[src/rtl/cw_pkg.sv]
// Package: field positions, defaults and widths of the command and state report words
`default_nettype none
package cw_pkg;
    localparam int          WORD_W       = 16;
    localparam logic [15:0] CMD_DEFAULT  = 16'h0005;
    localparam int          CMD_SW_ON    = 0;
    localparam int          CMD_BRK_EN   = 1;
    localparam int          CMD_QSTOP_N  = 2;
    localparam int          CMD_RSVD_LO  = 8;
    localparam int          CMD_RSVD_HI  = 9;
    localparam int          CMD_VALID    = 10;
    localparam int          CMD_WDOG     = 11;
    localparam int          CMD_VEND_LO  = 12;
    localparam int          VEND_N       = 4;
    localparam int          ST_PERMIT    = 0;
    localparam int          ST_PU_READY  = 1;
    localparam int          ST_RUNNING   = 2;
    localparam int          ST_FAULT     = 3;
    localparam int          ST_WDOG      = 15;
endpackage
`default_nettype wire

[src/rtl/fieldbus_ctrl_status_word.sv]
// Command word gating and state report word assembly for the fieldbus slave
`timescale 1ns/1ps
`default_nettype none
// Overview of operation
// Data-valid low: ignore new command word, keep last accepted value.
// Data-valid high: use the command word received in this transfer.
// Gating covers only the command word, not other process data.
// Watchdog bit always taken from newest received command word.
// Held command word starts at default 0x5 until valid word accepted.
// Default command word substituted while watchdog fault is active.
// Master toggles bit 11; device feeds it to watchdog supervision.
// Bits 12 to 15 switch four vendor functions on or off.
// Status bit 0: switch-on, breaker enable, no quick stop, no fault.
// Status bit 0 matches the dedicated ready input when present.
// Status bit 1 set when power unit can start.
// Status bit 2 set while modulating, clear when stopped.
// Status bit 3 set while any fault event is active.
// Command bit 2 low requests quick stop.
// Status bit 15 returns the received watchdog bit.
// Command bits 8 and 9 reserved and ignored.
module fieldbus_ctrl_status_word
    import cw_pkg::*;
#(
    parameter int VEND_W = cw_pkg::VEND_N
) (
    // Clock and reset
    input  wire logic                      mclk_i,
    input  wire logic                      rst_i,
    // Command word from the fieldbus slave, one-cycle strobe
    input  wire logic [cw_pkg::WORD_W-1:0] cmd_word_i,
    input  wire logic                      cmd_stb_i,
    // Other process data word, passed ungated
    input  wire logic [cw_pkg::WORD_W-1:0] pd_word_i,
    input  wire logic                      pd_stb_i,
    // Unit state inputs, asynchronous levels
    input  wire logic                      wdog_fault_i,
    input  wire logic                      fault_any_i,
    input  wire logic                      pu_ready_i,
    input  wire logic                      modulating_i,
    input  wire logic                      ready_din_present_i,
    input  wire logic                      ready_din_i,
    // Outputs to the unit
    output logic [cw_pkg::WORD_W-1:0]      cmd_held_o,
    output logic [cw_pkg::WORD_W-1:0]      pd_word_o,
    output logic                           wdog_bit_o,
    output logic                           quick_stop_o,
    output logic [VEND_W-1:0]              vendor_on_o,
    // State report word to the master
    output logic [cw_pkg::WORD_W-1:0]      state_report_word_o
);
    import cw_pkg::*;

    // ************************************
    // Input synchronisation
    // ************************************
    logic [5:0] st_s;

    cw_sync2 #(
        .W (6)
    ) u_sync (
        .mclk_i (mclk_i),
        .rst_i  (rst_i),
        .d_i    ({wdog_fault_i, fault_any_i, pu_ready_i, modulating_i, ready_din_present_i, ready_din_i}),
        .q_o    (st_s)
    );

    logic wdog_fault_s;
    logic fault_s;
    logic pu_ready_s;
    logic mod_s;
    logic din_pres_s;
    logic din_s;
    assign {wdog_fault_s, fault_s, pu_ready_s, mod_s, din_pres_s, din_s} = st_s;

    // ************************************
    // Command word hold
    // ************************************
    logic [WORD_W-1:0] accepted_q;
    logic [WORD_W-1:0] accepted_d;
    logic [WORD_W-1:0] held_d;
    logic              wdog_q;
    logic              wdog_d;
    logic [WORD_W-1:0] pd_q;
    logic [WORD_W-1:0] pd_d;

    always_comb begin
        accepted_d = accepted_q;
        wdog_d     = wdog_q;
        pd_d       = pd_q;
        // accept when valid
        if (cmd_stb_i && cmd_word_i[CMD_VALID]) begin
            accepted_d = cmd_word_i;
        end
        // watchdog always newest
        if (cmd_stb_i) begin
            wdog_d = cmd_word_i[CMD_WDOG];
        end
        // other words not gated
        if (pd_stb_i) begin
            pd_d = pd_word_i;
        end
        // default under watchdog fault
        held_d = wdog_fault_s ? CMD_DEFAULT : accepted_d;
        // reserved bits dropped
        held_d[CMD_RSVD_LO] = 1'b0;
        held_d[CMD_RSVD_HI] = 1'b0;
    end

    always_ff @(posedge mclk_i) begin
        if (rst_i) begin
            // default start value
            accepted_q <= CMD_DEFAULT;
            cmd_held_o <= CMD_DEFAULT;
            wdog_q     <= 1'b0;
            pd_q       <= '0;
        end else begin
            accepted_q <= accepted_d;
            cmd_held_o <= held_d;
            wdog_q     <= wdog_d;
            pd_q       <= pd_d;
        end
    end

    assign pd_word_o  = pd_q;
    assign wdog_bit_o = wdog_q;

    // ************************************
    // Decoded controls
    // ************************************
    logic               qstop_q;
    logic               qstop_d;
    logic [VEND_W-1:0]  vend_q;
    logic [VEND_W-1:0]  vend_d;

    always_comb begin
        // quick stop active low
        qstop_d = ~held_d[CMD_QSTOP_N];
        // vendor function enables
        vend_d  = held_d[CMD_VEND_LO +: VEND_W];
    end

    always_ff @(posedge mclk_i) begin
        if (rst_i) begin
            qstop_q <= ~CMD_DEFAULT[CMD_QSTOP_N];
            vend_q  <= CMD_DEFAULT[CMD_VEND_LO +: VEND_W];
        end else begin
            qstop_q <= qstop_d;
            vend_q  <= vend_d;
        end
    end

    assign quick_stop_o = qstop_q;
    assign vendor_on_o  = vend_q;

    // ************************************
    // State report word
    // ************************************
    logic [WORD_W-1:0] rep_q;
    logic [WORD_W-1:0] rep_d;
    logic              permit;

    always_comb begin
        // startup permitted
        permit = cmd_held_o[CMD_SW_ON] && cmd_held_o[CMD_BRK_EN] && !qstop_q && !fault_s;
        rep_d  = '0;
        // follow dedicated input
        rep_d[ST_PERMIT]   = din_pres_s ? din_s : permit;
        // power unit ready
        rep_d[ST_PU_READY] = pu_ready_s;
        // running
        rep_d[ST_RUNNING]  = mod_s;
        // fault
        rep_d[ST_FAULT]    = fault_s;
        // watchdog echo
        rep_d[ST_WDOG]     = wdog_q;
    end

    always_ff @(posedge mclk_i) begin
        if (rst_i) begin
            rep_q <= '0;
        end else begin
            rep_q <= rep_d;
        end
    end

    assign state_report_word_o = rep_q;

    // ************************************
    // Checks
    // ************************************
    property p_hold_invalid;
        @(posedge mclk_i) disable iff (rst_i)
        (cmd_stb_i && !cmd_word_i[CMD_VALID] && !pd_stb_i) |=> (accepted_q == $past(accepted_q));
    endproperty
    a_hold_invalid: assert property (p_hold_invalid) else $error("invalid word changed hold");

    property p_take_valid;
        @(posedge mclk_i) disable iff (rst_i)
        (cmd_stb_i && cmd_word_i[CMD_VALID]) |=> (accepted_q == $past(cmd_word_i));
    endproperty
    a_take_valid: assert property (p_take_valid) else $error("valid word not taken");

    property p_pd_free;
        @(posedge mclk_i) disable iff (rst_i)
        pd_stb_i |=> (pd_word_o == $past(pd_word_i));
    endproperty
    a_pd_free: assert property (p_pd_free) else $error("process data gated");

    property p_wdog_new;
        @(posedge mclk_i) disable iff (rst_i)
        cmd_stb_i |=> (wdog_bit_o == $past(cmd_word_i[CMD_WDOG]));
    endproperty
    a_wdog_new: assert property (p_wdog_new) else $error("watchdog bit not newest");

    property p_wdog_default;
        @(posedge mclk_i) disable iff (rst_i)
        wdog_fault_s |=> (cmd_held_o == CMD_DEFAULT);
    endproperty
    a_wdog_default: assert property (p_wdog_default) else $error("default not applied");

    property p_vendor;
        @(posedge mclk_i) disable iff (rst_i)
        ##1 (vendor_on_o == $past(held_d[CMD_VEND_LO +: VEND_W]));
    endproperty
    a_vendor: assert property (p_vendor) else $error("vendor outputs wrong");

    property p_permit;
        @(posedge mclk_i) disable iff (rst_i)
        !din_pres_s |=> (state_report_word_o[ST_PERMIT] == $past(permit));
    endproperty
    a_permit: assert property (p_permit) else $error("startup permitted wrong");

    property p_echo;
        @(posedge mclk_i) disable iff (rst_i)
        cmd_stb_i |-> ##2 (state_report_word_o[ST_WDOG] == $past(cmd_word_i[CMD_WDOG], 2));
    endproperty
    a_echo: assert property (p_echo) else $error("watchdog echo wrong");

    property p_fault;
        @(posedge mclk_i) disable iff (rst_i)
        ##1 (state_report_word_o[ST_FAULT] == $past(fault_s));
    endproperty
    a_fault: assert property (p_fault) else $error("fault bit wrong");
endmodule
`default_nettype wire

[src/rtl/cw_sync2.sv]
// Two-flop synchroniser for asynchronous level inputs
`timescale 1ns/1ps
`default_nettype none
module cw_sync2 #(
    parameter int W = 1
) (
    // Clock and reset
    input  wire logic         mclk_i,
    input  wire logic         rst_i,
    // Data
    input  wire logic [W-1:0] d_i,
    output logic      [W-1:0] q_o
);
    logic [W-1:0] s1_q;
    logic [W-1:0] s1_d;
    logic [W-1:0] s2_d;

    always_comb begin
        s1_d = d_i;
        s2_d = s1_q;
    end

    always_ff @(posedge mclk_i) begin
        if (rst_i) begin
            s1_q <= '0;
            q_o  <= '0;
        end else begin
            s1_q <= s1_d;
            q_o  <= s2_d;
        end
    end
endmodule
`default_nettype wire

[config.mk]
export PLATFORM = sky130hd
export DESIGN_NAME = fieldbus_ctrl_status_word
export DESIGN_NICKNAME = d
export VERILOG_FILES = /design/src/rtl/cw_pkg.sv /design/src/rtl/fieldbus_ctrl_status_word.sv /design/src/rtl/cw_sync2.sv
export SDC_FILE = /design/constraint.sdc
export NUM_CORES = 1
export LEC_CHECK = 0
export BUFFER_PORTS_ARGS = -buffer_cell sky130_fd_sc_hd__buf_4
export CAP_MARGIN = 20
export CORE_MARGIN = 2
export CORE_UTILIZATION = 40
export DETAILED_ROUTE_END_ITERATION = 16
export PLACE_DENSITY = 0.79
export SYNTH_ARGS = -nofsm -noshare
export SYNTH_HDL_FRONTEND = slang
export SYNTH_SLANG_ARGS = --single-unit
export TNS_END_PERCENT = 5
[constraint.sdc]
create_clock -name mclk_i -period 1 [get_ports mclk_i]
set_input_delay 0 -clock mclk_i [delete_from_list [all_inputs] [get_ports mclk_i]]
set_output_delay 0 -clock mclk_i [all_outputs]
set_load 0.02 [all_outputs]
Word level (Yosys, flattened, before mapping)
Cells that the tools add are included.
{"block": "word_totals", "out_inout_bits": 54, "reg_bits": 82, "elab_cells": 23}
{"block": "classes", "reduce_logical": 7, "bitwise_logic": 1, "muxes": 3}
{"op": "two-way mux 16 bit", "n": 2}
{"op": "logical AND 1 bit", "n": 4}
{"op": "logical NOT 1 bit", "n": 2}
{"op": "OR reduction 2 bit", "n": 1}
{"op": "two-way mux 1 bit", "n": 1}
{"op": "inverter 1 bit", "n": 1}

Depth between registers and ports, before layout
{"block": "depth", "depth_word": 4, "mapped_depth": 4}

Modules after synthesis
From an unflattened synthesis, not the netlist that was laid out.
{"block": "hier_totals", "cells_unflattened": 207, "hier_area_um2": 2272.2}
{"module": "fieldbus_ctrl_status_word", "area_per_inst_um2": 1905.6, "cells_per_inst": 182, "instances": 1}
{"module": "cw_sync2", "area_per_inst_um2": 366.6, "cells_per_inst": 25, "instances": 1}

Worst setup path before layout
Ideal clock, no wire load.
{"block": "synth_timing", "path_type": "register to register", "from": "reg u_sync.q_o[5]", "to": "reg cmd_held_o[11] (netlist bit)", "path_buffers": 1, "arrival_time_ns": 0.780, "path_stages_with_launch": 4, "setup_time_ns": 0.070, "path_slack_ns": 0.150, "path_cell_list": "dfxtp_1 -> or2_1 -> buf_2 -> a21oi_1"}
{"block": "synth_between", "elab_chain_cells": 1}
{"item": "from (decl)", "line": "cw_sync2.sv:12", "source": "output logic [W-1:0] q_o"}
{"item": "from (signal assigned)", "line": "cw_sync2.sv:26", "source": "q_o <= '0;"}
{"item": "from (signal assigned)", "line": "cw_sync2.sv:29", "source": "q_o <= s2_d;"}
{"item": "OR reduction 2 bit (no source line)"}
{"item": "to (signal assigned)", "line": "fieldbus_ctrl_status_word.sv:118", "source": "cmd_held_o <= held_d;"}
{"item": "to (decl)", "line": "fieldbus_ctrl_status_word.sv:43", "source": "output logic [cw_pkg::WORD_W-1:0] cmd_held_o,"}
No other way between the ends.
A chain may end at the register's enable or synchronous reset.

==> flow_summary.toml <==
[placed_design]
gp_congestion = 0.6807
pre_cts_slack_ns = 0.06134
numPortBuffers = 80
post-dp-hpwl_um = 2791
dp.cells = 342

[floorplanning]
die-area_um2 = 6184
rows = 27
core_area_um2 = 5439
pin_count = 96
die_w_um = 78.64
start_util_pct = 40.97
dieHeight_um = 78.64

[worst_setup_path]
start_kind = "input port"
path_class = "input port to flip-flop"
cp_max_fo = 6
arrival_ns = 1.18
crit_path_end_kind = "flip-flop"
crit_required_ns = 1.27

[detailed_routing]
wire_per_inst_um = 11.81
vias_per_cell = 4.412
routed_wl_um = 4640
route.detailed.drc = 0
first_pass_iters = 4
ant_nets = 0
topRoutingLayerUsed = "met4"
num_vias = 1734
wl_met2_um = 2274
first_iter_violations = 85
drt-met1-wl_um = 1944
routed-wl-met3_um = 376

[global_routing]
grt_first_pass_wirelength_um = 7665
grt_pass1_vias = 1709
grt-ovfl-total = 0
grt_max_degree = 30
grtUsageTotal_pct = 16.11
antenna_found_initial = 0

[yosys]
syn_avg_cell_area_um2 = 10.77
ys_warn_count = 0
yosysSeqAreaShare_pct = 56.60
netlist_area_um2 = 2228
synthCells = 207
ys_types = 19
ys_ff_latch = 63
synth_area_leaders = "dfxtp_1 57%, mux2i_1 7.6%, buf_4 7.4%, a21oi_1 5.2%, nor2b_1 4.5%"
synth_largest_area_cell = "dfxtp_1"
synth_top_cell_area_share_pct = 56.60

[power]
p_leak_nw = 1.526
p_int_mw = 4.118
p_sw_share_pct = 24.19
pwr-share-seq_pct = 49.4
p_comb_share_pct = 14.3
power_density_nw_per_um2 = 1656
ir_drop_mv = 0.8861
switching_power_mw = 1.314
clkPwrFrac_pct = 36.3

[sta]
setup_viol_count_final = 0
min_period_ns = 0.9074
setup-tns-final_ns = 0
hold_viol = 0
fmax_mhz = 1102
clock_skew_ns = 0.004455
drv_slew = 0
hold_ws_ns = 0.08475
worst_slack_ns = 0.09256
period_share_pct = 90.74
rsz0062_at_grt = "false"

[cts]
post-cts-setup-buffers = 0
cts_htree_levels = 3
cts-buffers-inserted = 9
clkLatencyLatePin_ns = 0.32
numClockSinks = 63
clockBufferDepth = 2
clkTransAtPathRegs_ns = 0.06
clock_tree.root_cell = "clkbuf_8"
cts_tree = "built"

[final_layout]
nNetsFinal = 359
area_growth_pct = 47.22
instances_no_fill = 393
drive_above_1_share_pct = 33.02
diodes = 0

[worst_hold_path]
worstHoldPathType = "input port to flip-flop"

[flow_run]
cap_viol_max_count = 0

[outcome]
status = "completed"
==> final cells by class <==
cell class / instances / area (um^2)
clock buffers: 12 / 165.2
clock inverters: 3 / 17.52
fillers: 446 / 2158
multi-input cells: 125 / 770.7
flip-flops and latches: 63 / 1261
well taps: 72 / 90.09
repair buffers: 118 / 975.9
==> critical path: stages <==
cell and delay (ns):
buf_4 0.13, dlygate4sd3_1 0.66, nor2_1 0.21, and3_1 0.17
==> repair_timing <==
action / 4_1_cts / 5_1_grt
gates resized for setup: 0 / 1
endpoints found under the setup margin: 0 / 11
endpoints found under the hold margin: 50 / 0
hold buffers: 36 / 0
==> sequential cells by signal, summed over array words and instances, names as in the netlist <==
| name | cells |
|---|---|
| u_sync.q_o | 6 |
| pd_word_o | 16 |
| wdog_bit_o | 1 |
| accepted_q | 14 |
| cmd_held_o | 14 |
| state_report_word_o | 5 |
| quick_stop_o | 1 |
| u_sync.s1_q | 6 |
==> cells in the final DEF, fill, tap and decap left out <==
| master | count |
|---|---|
| a21bo_1 | 5 |
| a21bo_2 | 8 |
| a21oi_1 | 23 |
| a41o_1 | 1 |
| and3_1 | 1 |
| and3b_1 | 1 |
| buf_4 | 82 |
| clkbuf_8 | 12 |
| clkinv_2 | 2 |
| clkinvlp_4 | 1 |
| conb_1 | 13 |
| dfxtp_1 | 63 |
| dlygate4sd3_1 | 36 |
| mux2i_1 | 17 |
| nand3_1 | 15 |
| nand3b_1 | 2 |
| nor2_1 | 22 |
| nor2b_1 | 16 |
| or2_4 | 1 |
==> stage by stage <==
step           util, %  power (mW)  cell area [um^2]
4_1_cts          60.27       5.495              3278
6_report         60.32       5.431              3281
3_3_place_gp     50.29       3.383              2735
2_1_floorplan        -       3.186              2273
3_5_place_dp     50.29       3.397              2735
5_1_grt          60.32       5.725              3281
==> power by group through the flow <==
stage               registers (mW)  logic, mW  clock network, mW
global route                  2.69      0.845               2.19
CTS                           2.68      0.774               2.04
floorplan                     2.83      0.361                  0
global placement              2.73      0.649                  0
detailed placement            2.74      0.661                  0
finish                        2.68      0.779               1.97
==> worst paths after layout <==
path,start,to,slack (ns),cells past startpoint
worst min register to register,u_sync.q_o[2],state_report_word_o[2],0.44,1
worst max register to register,u_sync.q_o[5],cmd_held_o[6],0.18,2
worst max-delay path,rst_i,quick_stop_o,0.09,4
worst min-delay path,rst_i,accepted_q[3],0.08,3
==> synth_stat cells <==
cell type,instances
a21bo_1,5
a21bo_2,8
a21oi_1,23
a41o_1,1
and3_1,1
and3b_1,1
buf_2,3
buf_4,22
buf_6,4
buf_8,1
clkbuf_1,1
conb_1,1
dfxtp_1,63
mux2i_1,17
nand3_1,15
nand3b_1,2
nor2_1,22
nor2b_1,16
or2_1,1
==> kinds of logic after synthesis <==
kind of cell	Yosys count	share of synthesized area, %
AND/OR/NAND/NOR	58	13.20
buffers and inverters	31	10.95
flip-flops	63	56.60
AO/OA/AOI/OAI	37	11.45
multiplexers	17	7.636
other	1	0.1683
==> per-layer routing <==
metal / global-route usage, % / vias up
li1: - / 878
met1: 18.71 / 784
met2: 25.81 / 68
met3: 6.322 / 4
met4: 7.895 / 0
met5: 0 / -
Note: power is estimated with default switching activity, not from simulation.
